<file path="src/hw/eps_defines.svh">
`ifndef EPS_DEFINES_SVH
`define EPS_DEFINES_SVH

// ----------------------------------------
// Register map, byte addresses
// ----------------------------------------
`define EPS_REG_CTRL_OFS 12'h000
`define EPS_REG_STATUS_OFS 12'h004

// ----------------------------------------
// Control register fields
// ----------------------------------------
`define EPS_CTRL_OVR_BIT 0
`define EPS_CTRL_CODE_LSB 4
`define EPS_CTRL_OVR_RST 1'h0
`define EPS_CTRL_CODE_RST 3'h0

// ----------------------------------------
// Status register fields
// ----------------------------------------
`define EPS_STAT_CODE_LSB 0
`define EPS_STAT_INJ_LSB 4
`define EPS_STAT_DET_LSB 8
`define EPS_STAT_PIN_LSB 12

// ----------------------------------------
// Bus answers and widths
// ----------------------------------------
`define EPS_RESP_OKAY 2'h0
`define EPS_RESP_SLVERR 2'h2
`define EPS_CODE_W 3
`define EPS_MIN_ADDR_W 4

`endif

</file>
<file path="src/hw/eps_pkg.sv">
package eps_pkg;

  // ----------------------------------------
  // Configuration codes from the controller
  // ----------------------------------------
  typedef enum logic [2:0] {
    CODE_OFF_LO = 3'h0,
    CODE_AA = 3'h1,
    CODE_BB = 3'h2,
    CODE_CC = 3'h3,
    CODE_AB = 3'h4,
    CODE_BC = 3'h5,
    CODE_AC = 3'h6,
    CODE_OFF_HI = 3'h7
  } eps_code_t;

  // ----------------------------------------
  // Register select after address decode
  // ----------------------------------------
  typedef enum logic [1:0] {
    SEL_CTRL = 2'h0,
    SEL_STATUS = 2'h1,
    SEL_NONE = 2'h2
  } eps_sel_t;

  // ----------------------------------------
  // Whole module state
  // ----------------------------------------
  typedef struct packed {
    logic [2:0] s1;
    logic [2:0] s2;
    logic [2:0] s3;
    logic [2:0] pin_code;
    logic [2:0] code;
    logic [2:0] inj;
    logic [2:0] det;
    logic ovr;
    logic [2:0] sw_code;
    logic aw_held;
    eps_sel_t aw_sel;
    logic w_held;
    logic [7:0] w_byte;
    logic w_strb0;
    logic awready;
    logic wready;
    logic bvalid;
    logic [1:0] bresp;
    logic arready;
    logic rvalid;
    logic [1:0] rresp;
    logic [31:0] rdata;
  } eps_state_t;

endpackage

</file>
<file path="src/hw/eps_decoder.sv">
// Our own choices: the register addresses and the AXI4-Lite slave port.
`include "eps_defines.svh"

module eps_decoder #(
  parameter int ADDR_W = 12
) (
  // Clock and reset
  input wire logic aclk,
  input wire logic aresetn,
  // Code pins from the isolator
  input wire logic [2:0] config_select_code,
  // Amplifier enables, near the electrode element
  output logic inject_enable_a,
  output logic inject_enable_b,
  output logic inject_enable_c,
  output logic detect_enable_a,
  output logic detect_enable_b,
  output logic detect_enable_c,
  // Amplifier enables, in the multiplexer box, bit 0 is A
  output logic [2:0] inject_enable_box,
  output logic [2:0] detect_enable_box,
  // AXI4-Lite write
  input wire logic awvalid,
  output logic awready,
  input wire logic [ADDR_W-1:0] awaddr,
  input wire logic [2:0] awprot,
  input wire logic wvalid,
  output logic wready,
  input wire logic [31:0] wdata,
  input wire logic [3:0] wstrb,
  output logic bvalid,
  input wire logic bready,
  output logic [1:0] bresp,
  // AXI4-Lite read
  input wire logic arvalid,
  output logic arready,
  input wire logic [ADDR_W-1:0] araddr,
  input wire logic [2:0] arprot,
  output logic rvalid,
  input wire logic rready,
  output logic [31:0] rdata,
  output logic [1:0] rresp
);

  // ----------------------------------------
  // Elaboration checks
  // ----------------------------------------
  if (ADDR_W < `EPS_MIN_ADDR_W) begin : g_addr_check
    $error("eps_decoder: ADDR_W too small for the register map");
  end

  // ----------------------------------------
  // Helpers
  // ----------------------------------------
  // Returns {detect[2:0], inject[2:0]}, bit 0 is channel A, one-hot per side, all zero for the off codes
  function automatic logic [5:0] pair_decode(input logic [2:0] c);
    logic [5:0] e;
    e = 6'h00;
    case (eps_pkg::eps_code_t'(c))
      eps_pkg::CODE_AA: e = {3'h1, 3'h1};
      eps_pkg::CODE_BB: e = {3'h2, 3'h2};
      eps_pkg::CODE_CC: e = {3'h4, 3'h4};
      eps_pkg::CODE_AB: e = {3'h2, 3'h1};
      eps_pkg::CODE_BC: e = {3'h4, 3'h2};
      eps_pkg::CODE_AC: e = {3'h4, 3'h1};
      default: e = 6'h00;
    endcase
    return e;
  endfunction

  // Word decode only; byte lanes below bit 2 are ignored
  function automatic eps_pkg::eps_sel_t addr_sel(input logic [ADDR_W-1:0] a);
    eps_pkg::eps_sel_t s;
    s = eps_pkg::SEL_NONE;
    if (a[ADDR_W-1:2] == (ADDR_W-2)'(`EPS_REG_CTRL_OFS >> 2))
      s = eps_pkg::SEL_CTRL;
    else if (a[ADDR_W-1:2] == (ADDR_W-2)'(`EPS_REG_STATUS_OFS >> 2))
      s = eps_pkg::SEL_STATUS;
    return s;
  endfunction

  eps_pkg::eps_state_t q;
  eps_pkg::eps_state_t d;

  // ----------------------------------------
  // Next state
  // ----------------------------------------
  always_comb begin
    logic [2:0] chosen;
    logic [31:0] rd;
    eps_pkg::eps_sel_t rsel;
    chosen = 3'h0;
    rd = 32'h0000_0000;
    rsel = eps_pkg::SEL_NONE;
    d = q;

    // Pins are asynchronous; the whole word must agree so a skewed
    // transition never shows an intermediate pairing
    d.s1 = config_select_code;
    d.s2 = q.s1;
    d.s3 = q.s2;
    if (q.s2 == q.s3) begin
      d.pin_code = q.s3;
    end

    // Software may override the pins for bench-top checks
    chosen = q.ovr ? q.sw_code : q.pin_code;
    d.code = chosen;
    {d.det, d.inj} = pair_decode(chosen);

    // Write address and data, in either order
    if (awvalid && q.awready) begin
      d.aw_held = 1'b1;
      d.aw_sel = addr_sel(awaddr);
    end
    if (wvalid && q.wready) begin
      d.w_held = 1'b1;
      d.w_byte = wdata[7:0];
      d.w_strb0 = wstrb[0];
    end
    if (q.bvalid && bready) begin
      d.bvalid = 1'b0;
    end
    if (q.aw_held && q.w_held && !q.bvalid) begin
      d.aw_held = 1'b0;
      d.w_held = 1'b0;
      d.bvalid = 1'b1;
      d.bresp = `EPS_RESP_OKAY;
      case (q.aw_sel)
        eps_pkg::SEL_CTRL: begin
          if (q.w_strb0) begin
            d.ovr = q.w_byte[`EPS_CTRL_OVR_BIT];
            d.sw_code = q.w_byte[`EPS_CTRL_CODE_LSB +: `EPS_CODE_W];
          end
        end
        // Status is read-only; writes are accepted and dropped
        eps_pkg::SEL_STATUS: d.bresp = `EPS_RESP_OKAY;
        default: d.bresp = `EPS_RESP_SLVERR;
      endcase
    end
    d.awready = !d.aw_held && !d.bvalid;
    d.wready = !d.w_held && !d.bvalid;

    // Read channel
    if (q.rvalid && rready) begin
      d.rvalid = 1'b0;
    end
    if (arvalid && q.arready) begin
      rsel = addr_sel(araddr);
      d.rvalid = 1'b1;
      d.rresp = `EPS_RESP_OKAY;
      case (rsel)
        eps_pkg::SEL_CTRL: begin
          rd[`EPS_CTRL_OVR_BIT] = q.ovr;
          rd[`EPS_CTRL_CODE_LSB +: `EPS_CODE_W] = q.sw_code;
        end
        eps_pkg::SEL_STATUS: begin
          rd[`EPS_STAT_CODE_LSB +: `EPS_CODE_W] = q.code;
          rd[`EPS_STAT_INJ_LSB +: 3] = q.inj;
          rd[`EPS_STAT_DET_LSB +: 3] = q.det;
          rd[`EPS_STAT_PIN_LSB +: `EPS_CODE_W] = q.pin_code;
        end
        default: d.rresp = `EPS_RESP_SLVERR;
      endcase
      d.rdata = rd;
    end
    d.arready = !d.rvalid;
  end

  // ----------------------------------------
  // State register
  // ----------------------------------------
  always_ff @(posedge aclk) begin
    if (!aresetn) begin
      q <= '0;
    end else begin
      q <= d;
    end
  end

  // ----------------------------------------
  // Outputs
  // ----------------------------------------
  // One flop per channel feeds both amplifiers so they cannot split
  assign inject_enable_a = q.inj[0];
  assign inject_enable_b = q.inj[1];
  assign inject_enable_c = q.inj[2];
  assign detect_enable_a = q.det[0];
  assign detect_enable_b = q.det[1];
  assign detect_enable_c = q.det[2];
  assign inject_enable_box = q.inj;
  assign detect_enable_box = q.det;
  assign awready = q.awready;
  assign wready = q.wready;
  assign bvalid = q.bvalid;
  assign bresp = q.bresp;
  assign arready = q.arready;
  assign rvalid = q.rvalid;
  assign rdata = q.rdata;
  assign rresp = q.rresp;

  // Decode of the applied code, for the deselect check only
  logic [5:0] cur_pair;
  assign cur_pair = pair_decode(q.code);
endmodule

</file>
<file path="config.mk">
export PLATFORM = sky130hd
export DESIGN_NAME = eps_decoder
export DESIGN_NICKNAME = d
export VERILOG_FILES = /design/src/hw/eps_pkg.sv /design/src/hw/eps_decoder.sv
export VERILOG_INCLUDE_DIRS = /design/src /design/src/hw
export SDC_FILE = /design/constraint.sdc
export NUM_CORES = 1
export LEC_CHECK = 0
export BUFFER_PORTS_ARGS = -buffer_cell sky130_fd_sc_hd__buf_4
export CAP_MARGIN = 5
export CORE_UTILIZATION = 47
export DETAILED_ROUTE_END_ITERATION = 8
export GPL_TIMING_DRIVEN = 0
export PLACE_DENSITY_LB_ADDON = 0.05
export REMOVE_ABC_BUFFERS = 1
export SLEW_MARGIN = 20
export SYNTH_ARGS = -nofsm -noshare
export SYNTH_HDL_FRONTEND = slang
export SYNTH_SLANG_ARGS = --single-unit
</file>
<file path="constraint.sdc">
create_clock -name aclk -period 2.83 [get_ports aclk]
set_input_delay 0.4245 -clock aclk [delete_from_list [all_inputs] [get_ports aclk]]
set_output_delay 0.4245 -clock aclk [all_outputs]
set_load 0.05 [all_outputs]
</file>
# Word level (Yosys, flattened, before mapping)

Cells that the tools add are included.

Reduce and logical (&&, ||, !) cells: 21
Eq/ne operators: 11
Muxes and demuxes: 22

Operators with widths:

| cell                                            | number |
|---|---|
| one-hot mux 6 bit (6 select lines)              | 1 |
| two-way mux 35 bit                              | 1 |
| == test 10 x 1 -> 1 bit (second input constant) | 2 |
| zero test 10 bit                                | 2 |
| two-way mux 2 bit                               | 8 |
| two-way mux 3 bit                               | 5 |
| two-way mux 10 bit                              | 1 |
| == test 3 bit (second input constant)           | 3 |
| logical AND 1 bit                               | 9 |
| == test 3 x 2 -> 1 bit (second input constant)  | 2 |
| one-hot mux 3 bit (2 select lines)              | 1 |
| zero test 1 bit                                 | 5 |
| == test 2 x 1 -> 1 bit (second input constant)  | 2 |
| zero test 2 bit                                 | 2 |
| two-way mux 1 bit                               | 4 |
| OR reduction 2 bit                              | 2 |
| == test 3 x 1 -> 1 bit (second input constant)  | 1 |
| == test 3 bit                                   | 1 |
| AND reduction 3 bit                             | 1 |
| one-hot mux 1 bit (2 select lines)              | 1 |

Input bits: 76
Register bits after elaboration: 59
Output and inout port bits: 53
Logic and storage cells: 76

# Longest topological paths before layout

Depth in word-level cells: 9
Mapped depth: 4
Mapped depth without buffers: 3

# Least setup slack after synthesis

OpenSTA, ideal clock, no wires.

Kind: input -> register
Start point: in araddr[7]
End point: reg q, in the netlist rdata[6]
Arrival: 1572 ps
Path slack: 1170 ps
Required time: 2742 ps
Stages: 3
Library setup time: 88 ps
Buffers on the path: 0
Cell sequence: or4_4 > or3_4 > o31ai_1

Longest elaborated chain between the ends: 6
Elaborated cells on any way between the ends: 8
Those cells by class: eq/ne: 2; mux: 4; reduce/logical: 2

RTL lines:

| element                                                   | line               | text |
|---|---|---|
| start: declaration                                        | eps_decoder.sv:37  | `input wire logic [ADDR_W-1:0] araddr,` |
| == test 10 x 1 -> 1 bit                                   | eps_decoder.sv:77  | `` else if (a[ADDR_W-1:2] == (ADDR_W-2)'(`EPS_REG_STATUS_OFS >> 2)) `` |
| two-way mux 2 bit                                         | eps_decoder.sv:77  |  |
| two-way mux 2 bit *                                       | eps_decoder.sv:75  | `` if (a[ADDR_W-1:2] == (ADDR_W-2)'(`EPS_REG_CTRL_OFS >> 2)) `` |
| two-way mux 2 bit *                                       | eps_decoder.sv:148 | `if (arvalid && q.arready) begin` |
| == test 2 x 1 -> 1 bit or zero test 2 bit (tied branches) | eps_decoder.sv:152 | `case (rsel)` |
| one-hot mux 3 bit (2 select lines) *                      | eps_decoder.sv:152 |  |
| end signal: assignment                                    | eps_decoder.sv:175 | `q <= '0;` |
| end signal: assignment                                    | eps_decoder.sv:177 | `q <= d;` |
| end: declaration                                          | eps_decoder.sv:82  | `eps_pkg::eps_state_t q;` |

Every way passes the cells marked *; elsewhere a longest branch is shown, timed or not. The select of a mux whose other input is x is not followed.
A chain may end at the register's enable or synchronous reset.

==> out/metrics.yaml <==
worst_setup_path:
  worst_setup_path_start_kind: "input pin"
  critical_path_class: "in2reg"
  worst_ep_required_time_ps: 3090
  path_max_fanout: 25
  arrival_ps: 1870
  end_kind: "flop"
grt:
  grt_pass1_vias: 1469
  antenna_found_initial: 0
  grt_pass1_wl_mm: 6.39
  grt_overflow_total: 0
  grt_max_degree: 26
  track_usage_pct: 15.9
timing:
  fin_crit_ps: 1610
  fin_crit_sh_pct: 57.0
  finalSetupViolations: 0
  rsz0062_at_grt: "no"
  max_freq_mhz: 620
  skew_ps: 6.79
  relSlewSlack_pct: 54.9
  finalHoldViolations: 0
  drv_slew: 0
  finalSetupTns_ps: 0
  worst_pin_slew_ps: 657
  worst_slack_ps: 1220
routing:
  first_iter_violations: 61
  via_per_inst: 5.06
  num_vias: 1700
  finalWirelength_mm: 3.94
  drt_pass1_iterations: 6
  drc: 10
  final_antenna_net_count: 0
  wl_per_cell_microns: 11.7
placed_design:
  place_ws_ps: 828
  dp_cells: 328
  gp_congestion: 0.706
  io_buffers: 65
  dp.final_hpwl_mm: 2.84
layout:
  layout.nets: 359
  final_cells: 336
  post-route-util_pct: 59.6
  drive_above_1_share_pct: 28.5
  diodes: 0
  layout_commonest_cell: "buf_4"
  area_growth_pct: 18.4
  layout_common_cells: "65 x buf_4, 53 x dfxtp_1, 22 x conb_1, 18 x a21oi_1, 17 x nand2_1"
pwr:
  power_mw: 1.51
  p_leak_nw: 1.17
  powerDensity_nw_per_um2: 566
  vdd_drop_max_uv: 289
outcome:
  violations: "DRC"
  outcome: "complete, but fails checks"
floorplan:
  core-area_sq_um: 4470
  io_pins: 129
  rows: 24
  dieArea_sq_um: 5070
  die_y_microns: 71.2
  start_util_pct: 50.3
  die_w_microns: 71.2
clocking:
  cts_tree: "done"
  clock-sinks: 53
  post_cts_buffers: 0
  post_cts_resized: 0
  clock_latency_ps: 310
  cts_root_buf: "clkbuf_8"
  htree_levels: 2
  cts-buffers-inserted: 5
  clk_pin_slew_ps: 90
  cts_hold_buf: 0
  cts_buffer_depth: 2
synth:
  seq_area_frac_synth_pct: 47.1
  async_reset_ff_share_pct: 0
  ys.flop_type: "dfxtp_1"
  synth.distinct_cells: 34
  synthesis.instances: 238
  syn_area_sq_um: 2250
  yosysTopAreaCell: "dfxtp_1"
  synth-edff-count: 0
  ys_seq_elements: 53
  synth_warnings: 0
  synth_area_leaders: "dfxtp_1 47%, buf_4 14%, a21oi_1 4.0%"
  syn_avg_cell_area_sq_um: 9.46
  synth_top_area_share_pct: 47.1
job:
  cap_viol_max_count: 0
min_path:
  hp-class: "in2reg"
sequential cells by signal (all words and copies together), names as in the netlist:
register           cells
bresp                  1
rresp                  1
bvalid                 1
wready                 1
detect_enable_box      3
rdata                 12
arready                1
d                      6
inject_enable_box      3
awready                1
rvalid                 1
q                     22
power by group:
| part | leakage, nW | internal [mW] | total, mW | switching (mW) |
|---|---|---|---|---|
| sequential | 0.431 | 0.765 | 0.780 | 0.0148 |
| combinational | 0.680 | 0.0616 | 0.199 | 0.137 |
| clock | 0.0574 | 0.288 | 0.532 | 0.244 |
cell usage after synthesis, types with 3 or more instances:
cell	count
a21oi_1	18
or2_2	3
and2_1	10
nand3b_1	3
nor3_1	4
mux2i_1	9
clkbuf_1	6
inv_1	3
nor2_1	5
o31ai_1	4
dfxtp_1	53
o21ai_0	9
nand2_1	17
xor2_1	3
nand3_1	14
nor3b_1	3
a22o_1	8
buf_4	42
nand2b_1	5
worst max-delay path, stage by stage:
cell	delay (ps)
buf_4	230
inv_1	360
a21oi_1	610
a22o_1	230
routing by layer:
layer | routed length (microns) | up-vias | track usage (%)
li1 | - | 842 | -
met1 | 1700 | 771 | 18.2
met3 | 371 | 7 | 4.92
met4 | 51 | 0 | 5.33
met2 | 1820 | 80 | 28.1
met5 | 0 | - | 0
cell families (layout without fill, tap and decap cells):
family | Yosys count | after routing | synth area share, %
compound gates | 42 | 42 | 11.3
xor+xnor | 4 | 4 | 1.56
buf+inv | 51 | 76 | 15.5
flops | 53 | 53 | 47.1
mux | 9 | 9 | 4.00
other cells | 1 | 22 | 0.167
simple gates | 78 | 78 | 20.4
final timing paths:
kind                            slack (ps)  cells after the start                               to                   from
worst max-delay path                  1220                      4           rdata[13]$_SDFFE_PN0P_                aresetn
worst min-delay path                   320                      2                 d[74]$_SDFF_PN0_  config_select_code[1]
worst max register to register        1220                      3  inject_enable_box[1]$_SDFF_PN0_     q[57]$_SDFFE_PN0P_
worst min register to register         440                      1                 d[70]$_SDFF_PN0_       d[73]$_SDFF_PN0_
metrics by stage:
stage                     area (sq um)  hold slack [ps]
after CTS                         2670              308
after detailed placement          2550              422
final                             2670              317
after global routing              2670              309
after floorplan                   1990              412
after global placement            2550              414
layout make-up:
type	instances	area, sq um
repair buffers	65	488
well taps	52	65.1
clock buffers	6	82.6
inverters	3	11.3
multi-input cells	155	921
clock inverters	2	37.5
flip-flops and latches	53	1060
fillers	406	1810
(Power assumes the default switching activity.)
